==> src/pkg/vrbc_consts.vh <==
`ifndef VRBC_CONSTS_VH
`define VRBC_CONSTS_VH

// Register offsets
`define VRBC_ADDR_SRC_SEL     8'h04
`define VRBC_ADDR_OUT_EN      8'h05
`define VRBC_ADDR_GAIN_CLAMP  8'h06
`define VRBC_ADDR_BLANK_CTL   8'h07

// Reset values
`define VRBC_RST_SRC_SEL      8'h99
`define VRBC_RST_OUT_EN       8'h00
`define VRBC_RST_GAIN_CLAMP   8'h04
`define VRBC_RST_BLANK_CTL    8'h00

// video_source_select fields
`define VRBC_TV_SEL_LSB       0
`define VRBC_VCR_SEL_LSB      3
`define VRBC_RF_SEL_LSB       6

// video_output_enables fields
`define VRBC_EN_TV_COMP       0
`define VRBC_EN_TV_RED        1
`define VRBC_EN_TV_GREEN      2
`define VRBC_EN_TV_BLUE       3
`define VRBC_EN_VCR_COMP      4
`define VRBC_EN_VCR_CHROMA    5
`define VRBC_EN_TV_FB         6
`define VRBC_CHROMA_DIR       7

// video_gain_clamp fields
`define VRBC_GAIN_LSB         0
`define VRBC_CLAMP_VCR        2
`define VRBC_CLAMP_ENC        3
`define VRBC_CLAMP_SHARED     4
`define VRBC_CLAMP_GREEN      5
`define VRBC_RESTORE_LSB      6

// blanking_control fields
`define VRBC_FB_LSB           0
`define VRBC_SBT_LSB          2
`define VRBC_SBV_LSB          4
`define VRBC_SBIO_LSB         6

// Fixed loop-through routing
`define VRBC_TV_LOOP          3'h4
`define VRBC_VCR_LOOP         3'h3
`define VRBC_RF_LOOP          2'h2
`define VRBC_RESTORE_AUTO     2'h2

// Analog source codes on the switch matrix selects
`define VRBC_SRC_NONE         4'h0
`define VRBC_SRC_ENC_COMP1    4'h1
`define VRBC_SRC_ENC_LUMA2    4'h2
`define VRBC_SRC_ENC_RC       4'h3
`define VRBC_SRC_ENC_CHROMA2  4'h4
`define VRBC_SRC_ENC_GREEN    4'h5
`define VRBC_SRC_ENC_BLUE     4'h6
`define VRBC_SRC_VCR_COMP     4'h7
`define VRBC_SRC_VCR_RC       4'h8
`define VRBC_SRC_VCR_GREEN    4'h9
`define VRBC_SRC_VCR_BLUE     4'ha
`define VRBC_SRC_TV_COMP      4'hb

`endif

==> src/rtl/vrbc_sync2.v <==
`timescale 1ns/1ps
module vrbc_sync2 #(
  parameter WIDTH = 1
) (
  input  wire             mclk_i,
  input  wire             rst_n_i,
  input  wire [WIDTH-1:0] async_i,
  output reg  [WIDTH-1:0] sync_o
);
  reg [WIDTH-1:0] meta;

  always @(posedge mclk_i or negedge rst_n_i) begin
    if (!rst_n_i) begin
      meta   <= {WIDTH{1'b0}};
      sync_o <= {WIDTH{1'b0}};
    end else begin
      meta   <= async_i;
      sync_o <= meta;
    end
  end
endmodule // vrbc_sync2

==> src/rtl/vrbc_ctrl.v <==
// How it works
// - Auto-setup or standby overrides the TV, VCR and RF source selects with fixed loop-through routing.
// - TV code 001 routes encoder composite, red, green, blue to TV outputs.
// - TV codes 010/011 route encoder pair one or two; green, blue float.
// - TV 100 routes VCR inputs, 101 TV composite only, 000 all float.
// - VCR selector picks off, encoder pairs, TV composite, or VCR inputs.
// - RF selector picks encoder composite, encoder green, VCR composite, or floats.
// - RF code 01 with TV 001 and green on carries TV green signal.
// - Seven enable bits each make one video output active; zero floats it.
// - Auto-setup ignores the per-output enable bits.
// - Chroma direction one grounds VCR chroma pin; zero follows its enable.
// - Two-bit RGB gain code selects 6, 7.2, 8.2 or 9.1 dB.
// - VCR clamp pair picks 0.7V, red biased 2.2V, or both 2.2V.
// - Encoder clamp pair decodes RGB, Y/C, YPbPr the same way.
// - Green clamp bit picks sync-tip; forced under TV 001, green on, source 11.
// - Restore sync source selects among four inputs; forced VCR composite in auto.
// - TV fast blank: low, high, mirror VCR fast blank input; 11 reserved.
// - TV slow blank level: low, middle, high; code 10 reserved.
// - VCR slow blank level likewise, applying only while its pin drives.
// - Direction field: both drive, VCR input with TV own level, or mirrored.
// - Slow blank status holds its last capture while VCR pin drives.
`timescale 1ns/1ps
`include "vrbc_consts.vh"
module vrbc_ctrl (
  input  wire       mclk_i,
  input  wire       reset_n_i,
  input  wire       reg_wr_i,
  input  wire       reg_rd_i,
  input  wire [7:0] reg_addr_i,
  input  wire [7:0] reg_wdata_i,
  output reg  [7:0] reg_rdata_o,
  input  wire       auto_setup_i,
  input  wire       standby_i,
  input  wire       vcr_fast_blank_i,
  input  wire [1:0] vcr_slow_blank_i,
  output reg  [3:0] tv_composite_src_o,
  output reg        tv_composite_oe_o,
  output reg  [3:0] tv_red_src_o,
  output reg        tv_red_oe_o,
  output reg  [3:0] tv_green_src_o,
  output reg        tv_green_oe_o,
  output reg  [3:0] tv_blue_src_o,
  output reg        tv_blue_oe_o,
  output reg  [3:0] vcr_composite_src_o,
  output reg        vcr_composite_oe_o,
  output reg  [3:0] vcr_chroma_src_o,
  output reg        vcr_chroma_oe_o,
  output reg        vcr_chroma_gnd_o,
  output reg  [3:0] modulator_src_o,
  output reg        modulator_oe_o,
  output reg  [1:0] rgb_gain_o,
  output reg        vcr_rc_clamp_high_o,
  output reg        vcr_blue_clamp_high_o,
  output reg        enc_rc_clamp_high_o,
  output reg        enc_blue_clamp_high_o,
  output reg        enc_green_sync_tip_o,
  output reg  [1:0] restore_sync_src_o,
  output reg        tv_fast_blank_o,
  output reg        tv_fast_blank_oe_o,
  output reg  [1:0] tv_slow_blank_level_o,
  output reg        tv_slow_blank_oe_o,
  output reg  [1:0] vcr_slow_blank_level_o,
  output reg        vcr_slow_blank_oe_o,
  output reg  [1:0] vcr_slow_blank_status_o
);
  wire       rst_n;
  reg  [7:0] video_source_select;
  reg  [7:0] video_output_enables;
  reg  [7:0] video_gain_clamp;
  reg  [7:0] blanking_control;
  wire       fb_sync;
  wire [1:0] sb_sync;

  wire [2:0] tv_source_sel        = video_source_select[`VRBC_TV_SEL_LSB +: 3];
  wire [2:0] vcr_source_sel       = video_source_select[`VRBC_VCR_SEL_LSB +: 3];
  wire [1:0] rf_source_sel        = video_source_select[`VRBC_RF_SEL_LSB +: 2];
  wire       tv_green_out_en      = video_output_enables[`VRBC_EN_TV_GREEN];
  wire       tv_fast_blank_out_en = video_output_enables[`VRBC_EN_TV_FB];
  wire       chroma_direction_ctl = video_output_enables[`VRBC_CHROMA_DIR];
  wire       vcr_input_clamp_sel  = video_gain_clamp[`VRBC_CLAMP_VCR];
  wire       enc_input_clamp_sel  = video_gain_clamp[`VRBC_CLAMP_ENC];
  wire       shared_clamp_sel     = video_gain_clamp[`VRBC_CLAMP_SHARED];
  wire       enc_green_clamp_sel  = video_gain_clamp[`VRBC_CLAMP_GREEN];
  wire [1:0] restore_sync_source  = video_gain_clamp[`VRBC_RESTORE_LSB +: 2];
  wire [1:0] tv_fast_blank_level  = blanking_control[`VRBC_FB_LSB +: 2];
  wire [1:0] tv_slow_blank_level  = blanking_control[`VRBC_SBT_LSB +: 2];
  wire [1:0] vcr_slow_blank_level = blanking_control[`VRBC_SBV_LSB +: 2];
  wire [1:0] slow_blank_direction = blanking_control[`VRBC_SBIO_LSB +: 2];
  wire       loop_through         = auto_setup_i | standby_i;

  reg  [2:0] tv_code, vcr_code;
  reg  [1:0] rf_code, en_vcr, vcr_valid;
  reg  [3:0] en_tv, tv_valid;
  reg  [3:0] next_tv_comp_src, next_tv_red_src, next_tv_green_src, next_tv_blue_src;
  reg  [3:0] next_vcr_comp_src, next_vcr_chroma_src, next_rf_src;
  reg        next_rf_oe, next_vcr_chroma_oe, next_vcr_chroma_gnd, next_sync_tip;
  reg        next_vcr_rc_high, next_vcr_blue_high, next_enc_rc_high, next_enc_blue_high;
  reg        next_fb, next_fb_oe, next_tv_sb_oe, next_vcr_sb_oe;
  reg  [1:0] next_restore_src, next_tv_sb_level, next_vcr_sb_level, next_sb_status;
  reg  [7:0] next_rdata;

  // Release the asynchronous reset through two flip-flops
  vrbc_sync2 #(.WIDTH(1)) u_reset_sync (
    .mclk_i  (mclk_i),
    .rst_n_i (reset_n_i),
    .async_i (1'b1),
    .sync_o  (rst_n)
  );

  vrbc_sync2 #(.WIDTH(3)) u_blank_sync (
    .mclk_i  (mclk_i),
    .rst_n_i (rst_n),
    .async_i ({vcr_slow_blank_i, vcr_fast_blank_i}),
    .sync_o  ({sb_sync, fb_sync})
  );

  // Register writes
  always @(posedge mclk_i or negedge rst_n) begin
    if (!rst_n) begin
      video_source_select  <= `VRBC_RST_SRC_SEL;
      video_output_enables <= `VRBC_RST_OUT_EN;
      video_gain_clamp     <= `VRBC_RST_GAIN_CLAMP;
      blanking_control     <= `VRBC_RST_BLANK_CTL;
    end else if (reg_wr_i) begin
      case (reg_addr_i)
        `VRBC_ADDR_SRC_SEL:    video_source_select  <= reg_wdata_i;
        `VRBC_ADDR_OUT_EN:     video_output_enables <= reg_wdata_i;
        `VRBC_ADDR_GAIN_CLAMP: video_gain_clamp     <= reg_wdata_i;
        `VRBC_ADDR_BLANK_CTL:  blanking_control     <= reg_wdata_i;
        default: ;
      endcase
    end
  end

  // Video switch matrix
  always @* begin
    tv_code  = loop_through ? `VRBC_TV_LOOP  : tv_source_sel;
    vcr_code = loop_through ? `VRBC_VCR_LOOP : vcr_source_sel;
    rf_code  = loop_through ? `VRBC_RF_LOOP  : rf_source_sel;
    en_tv    = auto_setup_i ? 4'hf : video_output_enables[3:0];
    en_vcr   = auto_setup_i ? 2'h3 : video_output_enables[5:4];
    next_tv_comp_src  = `VRBC_SRC_NONE;
    next_tv_red_src   = `VRBC_SRC_NONE;
    next_tv_green_src = `VRBC_SRC_NONE;
    next_tv_blue_src  = `VRBC_SRC_NONE;
    tv_valid          = 4'h0;
    case (tv_code)
      3'h1: begin
        next_tv_comp_src  = `VRBC_SRC_ENC_COMP1;
        next_tv_red_src   = `VRBC_SRC_ENC_RC;
        next_tv_green_src = `VRBC_SRC_ENC_GREEN;
        next_tv_blue_src  = `VRBC_SRC_ENC_BLUE;
        tv_valid          = 4'hf;
      end
      3'h2: begin
        next_tv_comp_src  = `VRBC_SRC_ENC_COMP1;
        next_tv_red_src   = `VRBC_SRC_ENC_RC;
        tv_valid          = 4'h3;
      end
      3'h3: begin
        next_tv_comp_src  = `VRBC_SRC_ENC_LUMA2;
        next_tv_red_src   = `VRBC_SRC_ENC_CHROMA2;
        tv_valid          = 4'h3;
      end
      3'h4: begin
        next_tv_comp_src  = `VRBC_SRC_VCR_COMP;
        next_tv_red_src   = `VRBC_SRC_VCR_RC;
        next_tv_green_src = `VRBC_SRC_VCR_GREEN;
        next_tv_blue_src  = `VRBC_SRC_VCR_BLUE;
        tv_valid          = 4'hf;
      end
      3'h5: begin
        next_tv_comp_src  = `VRBC_SRC_TV_COMP;
        tv_valid          = 4'h1;
      end
      default: tv_valid   = 4'h0;
    endcase
    next_vcr_comp_src   = `VRBC_SRC_NONE;
    next_vcr_chroma_src = `VRBC_SRC_NONE;
    vcr_valid           = 2'h0;
    case (vcr_code)
      3'h1: begin
        next_vcr_comp_src   = `VRBC_SRC_ENC_COMP1;
        next_vcr_chroma_src = `VRBC_SRC_ENC_RC;
        vcr_valid           = 2'h3;
      end
      3'h2: begin
        next_vcr_comp_src   = `VRBC_SRC_ENC_LUMA2;
        next_vcr_chroma_src = `VRBC_SRC_ENC_CHROMA2;
        vcr_valid           = 2'h3;
      end
      3'h3: begin
        next_vcr_comp_src   = `VRBC_SRC_TV_COMP;
        vcr_valid           = 2'h1;
      end
      3'h4: begin
        next_vcr_comp_src   = `VRBC_SRC_VCR_COMP;
        next_vcr_chroma_src = `VRBC_SRC_VCR_RC;
        vcr_valid           = 2'h3;
      end
      default: vcr_valid    = 2'h0;
    endcase
    next_rf_oe = 1'b1;
    case (rf_code)
      2'h0: next_rf_src = `VRBC_SRC_ENC_COMP1;
      // Same encoder green source as TV green under TV code 001
      2'h1: next_rf_src = `VRBC_SRC_ENC_GREEN;
      2'h2: next_rf_src = `VRBC_SRC_VCR_COMP;
      default: begin
        next_rf_src = `VRBC_SRC_NONE;
        next_rf_oe  = 1'b0;
      end
    endcase
    // Chroma pin: grounded, floating or driven
    next_vcr_chroma_gnd = chroma_direction_ctl;
    next_vcr_chroma_oe  = !chroma_direction_ctl && en_vcr[1] && vcr_valid[1];
  end

  // Clamp, gain and blanking decode
  always @* begin
    case ({shared_clamp_sel, vcr_input_clamp_sel})
      2'h0:    {next_vcr_rc_high, next_vcr_blue_high} = 2'b00;
      2'h1:    {next_vcr_rc_high, next_vcr_blue_high} = 2'b10;
      2'h2:    {next_vcr_rc_high, next_vcr_blue_high} = 2'b11;
      default: {next_vcr_rc_high, next_vcr_blue_high} = 2'b00;
    endcase
    case ({shared_clamp_sel, enc_input_clamp_sel})
      2'h0:    {next_enc_rc_high, next_enc_blue_high} = 2'b00;
      2'h1:    {next_enc_rc_high, next_enc_blue_high} = 2'b10;
      2'h2:    {next_enc_rc_high, next_enc_blue_high} = 2'b11;
      default: {next_enc_rc_high, next_enc_blue_high} = 2'b00;
    endcase
    next_sync_tip = enc_green_clamp_sel ||
                    (tv_source_sel == 3'h1 && tv_green_out_en &&
                     restore_sync_source == 2'h3);
    next_restore_src = auto_setup_i ? `VRBC_RESTORE_AUTO : restore_sync_source;
    next_fb_oe = (tv_fast_blank_out_en || auto_setup_i) &&
                 (tv_fast_blank_level != 2'h3);
    case (tv_fast_blank_level)
      2'h0:    next_fb = 1'b0;
      2'h1:    next_fb = 1'b1;
      2'h2:    next_fb = fb_sync;
      default: next_fb = 1'b0;
    endcase
    next_sb_status    = vcr_slow_blank_status_o;
    next_vcr_sb_level = vcr_slow_blank_level;
    next_vcr_sb_oe    = 1'b0;
    next_tv_sb_level  = tv_slow_blank_level;
    next_tv_sb_oe     = (tv_slow_blank_level != 2'h2);
    case (slow_blank_direction)
      2'h0: begin
        next_vcr_sb_oe = (vcr_slow_blank_level != 2'h2);
      end
      2'h2: begin
        next_sb_status = sb_sync;
      end
      2'h3: begin
        next_sb_status   = sb_sync;
        next_tv_sb_level = sb_sync;
        next_tv_sb_oe    = (sb_sync != 2'h2);
      end
      default: begin
        next_tv_sb_oe = 1'b0;
      end
    endcase
    // Status keeps its capture whenever the VCR pin is not an input
    if (!slow_blank_direction[1]) begin
      next_sb_status = vcr_slow_blank_status_o;
    end
    case (reg_addr_i)
      `VRBC_ADDR_SRC_SEL:    next_rdata = video_source_select;
      `VRBC_ADDR_OUT_EN:     next_rdata = video_output_enables;
      `VRBC_ADDR_GAIN_CLAMP: next_rdata = video_gain_clamp;
      `VRBC_ADDR_BLANK_CTL:  next_rdata = blanking_control;
      default:               next_rdata = 8'h00;
    endcase
  end

  // Output flip-flops
  always @(posedge mclk_i or negedge rst_n) begin
    if (!rst_n) begin
      reg_rdata_o             <= 8'h00;
      {tv_composite_src_o, tv_red_src_o, tv_green_src_o, tv_blue_src_o} <= {4{`VRBC_SRC_NONE}};
      {vcr_composite_src_o, vcr_chroma_src_o, modulator_src_o} <= {3{`VRBC_SRC_NONE}};
      {tv_composite_oe_o, tv_red_oe_o, tv_green_oe_o, tv_blue_oe_o} <= 4'h0;
      {vcr_composite_oe_o, vcr_chroma_oe_o, vcr_chroma_gnd_o, modulator_oe_o} <= 4'h0;
      rgb_gain_o              <= 2'h0;
      {vcr_rc_clamp_high_o, vcr_blue_clamp_high_o, enc_rc_clamp_high_o} <= 3'h0;
      {enc_blue_clamp_high_o, enc_green_sync_tip_o} <= 2'h0;
      restore_sync_src_o      <= 2'h0;
      tv_fast_blank_o         <= 1'b0;
      tv_fast_blank_oe_o      <= 1'b0;
      tv_slow_blank_level_o   <= 2'h0;
      tv_slow_blank_oe_o      <= 1'b0;
      vcr_slow_blank_level_o  <= 2'h0;
      vcr_slow_blank_oe_o     <= 1'b0;
      vcr_slow_blank_status_o <= 2'h0;
    end else begin
      if (reg_rd_i) begin
        reg_rdata_o <= next_rdata;
      end
      tv_composite_src_o      <= next_tv_comp_src;
      tv_composite_oe_o       <= en_tv[0] & tv_valid[0];
      tv_red_src_o            <= next_tv_red_src;
      tv_red_oe_o             <= en_tv[1] & tv_valid[1];
      tv_green_src_o          <= next_tv_green_src;
      tv_green_oe_o           <= en_tv[2] & tv_valid[2];
      tv_blue_src_o           <= next_tv_blue_src;
      tv_blue_oe_o            <= en_tv[3] & tv_valid[3];
      vcr_composite_src_o     <= next_vcr_comp_src;
      vcr_composite_oe_o      <= en_vcr[0] & vcr_valid[0];
      vcr_chroma_src_o        <= next_vcr_chroma_src;
      vcr_chroma_oe_o         <= next_vcr_chroma_oe;
      vcr_chroma_gnd_o        <= next_vcr_chroma_gnd;
      modulator_src_o         <= next_rf_src;
      modulator_oe_o          <= next_rf_oe;
      rgb_gain_o              <= video_gain_clamp[`VRBC_GAIN_LSB +: 2];
      vcr_rc_clamp_high_o     <= next_vcr_rc_high;
      vcr_blue_clamp_high_o   <= next_vcr_blue_high;
      enc_rc_clamp_high_o     <= next_enc_rc_high;
      enc_blue_clamp_high_o   <= next_enc_blue_high;
      enc_green_sync_tip_o    <= next_sync_tip;
      restore_sync_src_o      <= next_restore_src;
      tv_fast_blank_o         <= next_fb;
      tv_fast_blank_oe_o      <= next_fb_oe;
      tv_slow_blank_level_o   <= next_tv_sb_level;
      tv_slow_blank_oe_o      <= next_tv_sb_oe;
      vcr_slow_blank_level_o  <= next_vcr_sb_level;
      vcr_slow_blank_oe_o     <= next_vcr_sb_oe;
      vcr_slow_blank_status_o <= next_sb_status;
    end
  end
endmodule // vrbc_ctrl

==> config.mk <==
export PLATFORM = sky130hd
export DESIGN_NAME = vrbc_ctrl
export DESIGN_NICKNAME = d
export VERILOG_FILES = /design/src/rtl/vrbc_sync2.v /design/src/rtl/vrbc_ctrl.v
export VERILOG_INCLUDE_DIRS = /design/src /design/src/pkg
export SDC_FILE = /design/constraint.sdc
export NUM_CORES = 1
export LEC_CHECK = 0
export BUFFER_PORTS_ARGS = -buffer_cell sky130_fd_sc_hd__buf_2
export CORE_UTILIZATION = 48
export CTS_CLUSTER_DIAMETER = 150
export DETAILED_ROUTE_END_ITERATION = 8
export GPL_TIMING_DRIVEN = 0
export MAX_ROUTING_LAYER = met4
export PLACE_DENSITY = 0.76
export SYNTH_ARGS = -nofsm -noshare
export SYNTH_HDL_FRONTEND = slang
export SYNTH_SLANG_ARGS = --single-unit
==> constraint.sdc <==
create_clock -name mclk_i -period 2.8 [get_ports mclk_i]
set_clock_uncertainty 0.2 [all_clocks]
set_input_delay 0.42 -clock mclk_i [delete_from_list [all_inputs] [get_ports mclk_i]]
set_output_delay 0.42 -clock mclk_i [all_outputs]
set_load 0.01 [all_outputs]
# Word level (Yosys, flattened, before mapping)
# Cells that the tools add are included.
# W data, S select, Z words.
[totals] ff_bits=103 input_bits=25 out_inout_bits=63 wordCells=122
[classes] eq_ne=29 mux=25 n_bitwise=6 n_reduce_logical=24
[op_table] op="$pmux W4 S3" count=3
[op_table] op="$eq A8 B3 Y1 const B" count=4
[op_table] op="$pmux W4 S4" count=2
[op_table] op="$pmux W8 S4" count=1
[op_table] op="$pmux W4 S2" count=2
[op_table] op="$eq A2 B2 Y1 const B" count=7
[op_table] op="$reduce_or A2 Y1" count=7
[op_table] op="$eq A3 B2 Y1 const B" count=4
[op_table] op="$reduce_and A2 Y1" count=5
[op_table] op="$eq A3 B1 Y1 const B" count=3
[op_table] op="$eq A3 B3 Y1 const B" count=3
[op_table] op="$pmux W3 S3" count=1
[op_table] op="$eq A2 B1 Y1 const B" count=4
[op_table] op="$mux W2" count=4
[op_table] op="$ne A2 B2 Y1 const B" count=4
[op_table] op="$mux W1" count=6
[op_table] op="$mux W3" count=2
[op_table] op="$reduce_or A3 Y1" count=2
[op_table] op="$and A1 B1 Y1" count=5
[op_table] op="$logic_and A1 B1 Y1" count=5
[op_table] op="$logic_not A2 Y1" count=2
[op_table] op="$mux W4" count=1
[op_table] op="$pmux W1 S2" count=2
[op_table] op="$pmux W2 S2" count=1
[op_table] op="3 further kinds" count=4

# Logic depth before layout (Yosys ltp)
[logic_depth] ltp_word=6 depth_mapped=5

# By module
# A second synthesis with hierarchy kept.
[unflattened] hier_cells=262 area_unflattened_um2=3713.6
[modules_own_cells] module="vrbc_ctrl" instances=1 cells_each=254 area_per_inst_um2=3513.4 seq_area_each_um2=2083.2
[modules_own_cells] module="vrbc_sync2 (u_blank_sync)" instances=1 cells_each=6 area_per_inst_um2=150.1 seq_area_each_um2=150.1
[modules_own_cells] module="vrbc_sync2 (u_reset_sync)" instances=1 cells_each=2 area_per_inst_um2=50.0 seq_area_each_um2=50.0

# Least setup slack after synthesis
# No wires, ideal clock.
[synth_timing] kind="input to register" start="in reg_addr_i[3]" end="reg video_output_enables[0]" arrival_time_ns=1.997 t_required_ns=2.475 path_slack_ns=0.478 stages=5 n_path_buf=2 cell_sequence="or4b_4 -> buf_6 -> or4_4 -> buf_6 -> mux2_4"
[synth_between] elab_chain_cells=2
[synth_rtl] element="start: declaration" line_no="vrbc_ctrl.v:29" source="input wire [7:0] reg_addr_i,"
[synth_rtl] element="$eq A8 B3 Y1" line_no="vrbc_ctrl.v:125" source="case (reg_addr_i)"
[synth_rtl] element="$reduce_and A2 Y1 (no line)"
[synth_rtl] element="end signal: assignment" line_no="vrbc_ctrl.v:121" source="video_output_enables <= `VRBC_RST_OUT_EN;"
[synth_rtl] element="end signal: assignment" line_no="vrbc_ctrl.v:127" source="`VRBC_ADDR_OUT_EN: video_output_enables <= reg_wdata_i;"
[synth_rtl] element="end: declaration" line_no="vrbc_ctrl.v:68" source="reg [7:0] video_output_enables;"
# No other way between the ends.
# A chain may end at the register's enable or synchronous reset.

# Worst setup path in the final report
[layout_timing] start="in reg_addr_i[3]" end="reg reg_rdata_o[2]"
[layout_between] elab_chain_cells=2 elab_cells_between_ends=5 classes_between="4 x eq/ne; 1 x mux"
[layout_rtl] element="$eq A8 B3 Y1" line_no="vrbc_ctrl.v:270" source="case (reg_addr_i)"
[layout_rtl] element="$pmux W8 S4 *" line_no="vrbc_ctrl.v:270"
[layout_rtl] element="end signal: assignment" line_no="vrbc_ctrl.v:300" source="reg_rdata_o <= next_rdata;"
[layout_rtl] element="end: declaration" line_no="vrbc_ctrl.v:31" source="output reg [7:0] reg_rdata_o,"
# Every way passes the cells marked *; elsewhere a longest branch is shown, timed or not.

==> results.rst <==
.. list-table::
   :header-rows: 1

   * - Metric
     - Value
   * - Result of the run
     - finished clean
   * - Yosys cell types
     - 37
   * - Hold-fix buffers, CTS
     - 4
   * - Remaining design rule violation count
     - 0
   * - Die outline height
     - about 90 microns
   * - Class of the worst hold path
     - reg -> async
   * - Via count of the first global-routing pass
     - between 2000 and 2500
   * - Antenna violations before repair
     - 0
   * - Global router's overall resource usage
     - between 10% and 20%
   * - Ratio of final minimum period to clock period
     - approximately 83%
   * - IR drop worst, VDD
     - 0.0002519 V
   * - Area of the die
     - a little over 0.008 sq mm
   * - Final Max Tran Viols
     - 0
   * - Total detailed-routing wirelength
     - 6.920 mm
   * - Share of final-layout standard cells stronger than drive strength 1
     - 46.45%
   * - Seq. cell area
     - roughly 0.0023 sq mm
   * - Pwr Total
     - between 0.002 and 0.003 W
   * - First-pass GRT wire length
     - roughly 12 mm
   * - Synth area leader
     - dfrtp_1
   * - Setup CP Type
     - in -> reg
   * - Clock insertion delay at the later pin of the skew report
     - 0.35 ns
   * - Logic depth of the worst register-to-register path
     - 4
   * - Number of port buffers
     - a little over 80
   * - Total of warnings raised by yosys
     - 0
   * - Clock tree from TritonCTS
     - done
   * - Maximum level of the CTS H-tree
     - 3
   * - Placement row count
     - 31
   * - Initial core utilization
     - approximately 51%
   * - Antenna Nets Post-Route
     - 0
   * - Placeable Area
     - between 0.007 and 0.008 sq mm
   * - Antenna Diode Count
     - 0
   * - Max clock buf depth
     - 2
   * - Number of synthesized register bits
     - just over 90
   * - CTS resizes
     - 0
   * - Overflow after GRT
     - 0
   * - Total of endpoints with negative setup slack in the final report
     - 0
   * - Width of the die
     - roughly 90 microns
   * - Mapped Avg Cell Area
     - 14.28 sq um
   * - Net total in the final layout
     - 394
   * - Clock net sink count
     - between 90 and 100
   * - Worst slew margin relative to its limit
     - between 10% and 20%
   * - Multi-input gate area
     - approximately 0.0012 sq mm
   * - Count of routing violations after the opening detailed-route iteration
     - 125
   * - Post-synthesis sequential area ratio
     - between 60% and 70%
   * - Post-synthesis cell count
     - 261
   * - Pin count of the biggest net entering global routing
     - 64
   * - Via count
     - 2297
   * - Post-CTS setup buffer count
     - 0
   * - MaxCap Viol Count
     - 0
   * - Pwr/cell area
     - about 560 mW/mm^2
   * - Startpoint kind of the worst setup timing path
     - input pin
   * - Estimated wirelength of the detail-placed design
     - approximately 5.0 mm
   * - TNS Setup
     - 0 ns
   * - Final min period
     - 2.320 ns
   * - Clock-pin slew reported for the worst setup and hold paths after clock tree synthesis
     - around 0.090 ns
   * - Top cells by area in the synthesized netlist
     - dfrtp_1, mux2_2, mux4_2
   * - Register-to-register setup slack
     - ~1.1 ns
   * - Synth top area share
     - 57.74%
   * - Worst Path Required
     - between 2 and 3 ns
   * - RSZ-0062 raised after global routing
     - false
   * - Placer Congestion
     - between 0.7 and 0.8
   * - Leak
     - around 2.3 nW
   * - Startpoint of the lowest-slack register-to-register path
     - video_source_select[0]$_DFFE_PN1P_
   * - Total clock buffers created by CTS
     - 9
   * - Arrival time at the worst endpoint
     - between 2 and 2.5 ns
   * - Kind of capture point of the worst setup path
     - flip-flop
   * - Reg-to-reg critical path endpoint
     - tv_composite_oe_o$_DFF_PN0_
   * - Area growth from synthesis to layout
     - 21.65%
   * - I/O pin count
     - 88
   * - Final Hold Violating Endpoints
     - 0
   * - Vias per cell
     - 4.940
   * - Largest driver fanout on the critical path
     - 8
   * - Highest Clock Rate
     - about 430 MHz
   * - Cell area after technology mapping
     - 0.003727 sq mm
   * - Master cell of the clock root buffer
     - clkbuf_8
   * - First-pass iteration count of the detailed router
     - 4
   * - # fillers
     - between 500 and 600
   * - Slew at the pin with the worst max-slew slack
     - roughly 1.2 ns
   * - DR WL/cell
     - approximately 15 microns
## per-stage QoR
| stage | setup WS, ns | area, sq um | instances | util [%] | hold slack (ns) |
|---|---|---|---|---|---|
| after floorplan | 0.4783 | 3736 | 263 | - | -0.07559 |
| after global placement | 0.1675 | 4275 | 445 | 58.01 | 0.005231 |
| after detailed placement | 0.1419 | 4305 | 446 | 58.42 | 0.006396 |
| after CTS | 0.4707 | 4534 | 465 | 61.53 | 0.06841 |
| after global routing | 0.3636 | 4534 | 465 | 61.53 | 0.08960 |
| final | 0.4805 | 4534 | 465 | 61.53 | 0.04844 |
## area by class of cell
| type | instances | area share (%) |
|---|---|---|
| Sequential cell | 91 | 50.44 |
| Multi-Input combinational cell | 134 | 27.54 |
| Timing Repair Buffer | 88 | 10.65 |
| Buffer | 25 | 3.394 |
| Clock buffer | 9 | 2.732 |
| Tap cell | 99 | 2.732 |
| Clock inverter | 6 | 1.435 |
| Inverter | 13 | 1.076 |
## worst max-delay path, cell delays in order
cell and delay [ns]:
buf_2 0.10, or4b_4 0.53, buf_6 0.15, nor3_1 0.94
a22o_1 0.26
## registers in the layout, indices dropped and copies added (netlist names), 3 cells and up
register and count:
blanking_control 8, reg_rdata_o 8, tv_composite_src_o 3, tv_green_src_o 3
u_blank_sync.meta 3, u_blank_sync.sync_o 3, vcr_chroma_src_o 3, vcr_composite_src_o 3
video_gain_clamp 8, video_output_enables 8, video_source_select 8
## power by group
group | switching, W | total (W) | internal [W]
logic | 0.000132 | 0.000258 | 0.000127
registers | 0.0000432 | 0.00142 | 0.00138
clock network | 0.000453 | 0.000864 | 0.000411
total | 0.000628 | 0.00255 | 0.00192
## worst max-delay path by stage
stage / startpoint / endpoint / slack (ns) / cells past startpoint
2_1_floorplan: reg_addr_i[3] / video_output_enables[0]$_DFFE_PN0P_ / 0.48 / 5
3_3_place_gp: reg_addr_i[1] / video_gain_clamp[4]$_DFFE_PN0P_ / 0.17 / 4
3_5_place_dp: reg_addr_i[3] / reg_rdata_o[0]$_DFFE_PN0P_ / 0.14 / 5
4_1_cts: reg_addr_i[3] / reg_rdata_o[2]$_DFFE_PN0P_ / 0.47 / 5
5_1_grt: reg_addr_i[1] / video_gain_clamp[1]$_DFFE_PN0P_ / 0.36 / 4
6_report: reg_addr_i[3] / reg_rdata_o[2]$_DFFE_PN0P_ / 0.48 / 5
## layer usage
metal / share of wire (%) / routed length, microns / GRT usage [%] / vias up
li1: - / - / - / 1080
met1: 45 / 3092 / 25.33 / 1135
met2: 49 / 3387 / 31.11 / 72
met3: 5.0 / 343 / 3.469 / 10
met4: 1.4 / 95 / 6.452 / 0
met5: 0 / 0 / - / -
## cells by family (layout without fill, tap and decap cells)
family | Yosys count | in the layout | synth area share, %
multiplexers | 43 | 43 | 16.21
adder cells (fa/ha/maj) | 7 | 7 | 2.350
other | 2 | 4 | 0.2015
flip-flops | 91 | 91 | 61.26
AND/OR/NAND/NOR | 49 | 49 | 8.325
AO/OA/AOI/OAI | 28 | 28 | 5.506
buffers and inverters | 38 | 141 | 5.438
XOR/XNOR | 3 | 3 | 0.7051
## cell usage after synthesis
master,count
nand3_1,2
and3_1,1
o21bai_1,1
xnor2_1,3
mux2_2,27
a41o_1,1
a32oi_1,1
mux2_4,8
a21o_1,8
dfstp_2,5
o22ai_1,1
o21ai_0,5
inv_1,12
nor3b_1,1
nand2_1,13
ha_1,7
nor2_1,7
or2_2,3
nor4_4,3
or4_4,1
nor3_1,5
and2_1,1
or4b_4,1
or3_1,3
a21oi_1,2
nor2b_1,3
conb_1,2
a211oi_1,1
a22o_1,8
and4b_1,1
mux4_2,8
clkinv_1,1
dfrtp_1,86
nand2b_1,4
buf_6,2
clkbuf_1,11
buf_4,12
## placed cells by master (no fill, tap or decap), drive strengths merged, types with 2 or more instances in the layout
cell | Yosys | final
ha | 7 | 7
nand2b | 4 | 4
xnor2 | 3 | 3
mux2 | 35 | 35
o21ai | 5 | 5
clkbuf | 11 | 20
buf | 14 | 98
nor3 | 5 | 5
nor2 | 7 | 7
nand3 | 2 | 2
nor4 | 3 | 3
mux4 | 8 | 8
or2 | 3 | 3
dfrtp | 86 | 86
or3 | 3 | 3
nor2b | 3 | 3
dlygate4sd3 | 0 | 4
dfstp | 5 | 5
a21oi | 2 | 2
inv | 12 | 14
a21o | 8 | 8
nand2 | 13 | 13
conb | 2 | 4
a22o | 8 | 8
clkinv | 1 | 3
Power figures use the tool's default switching activity.
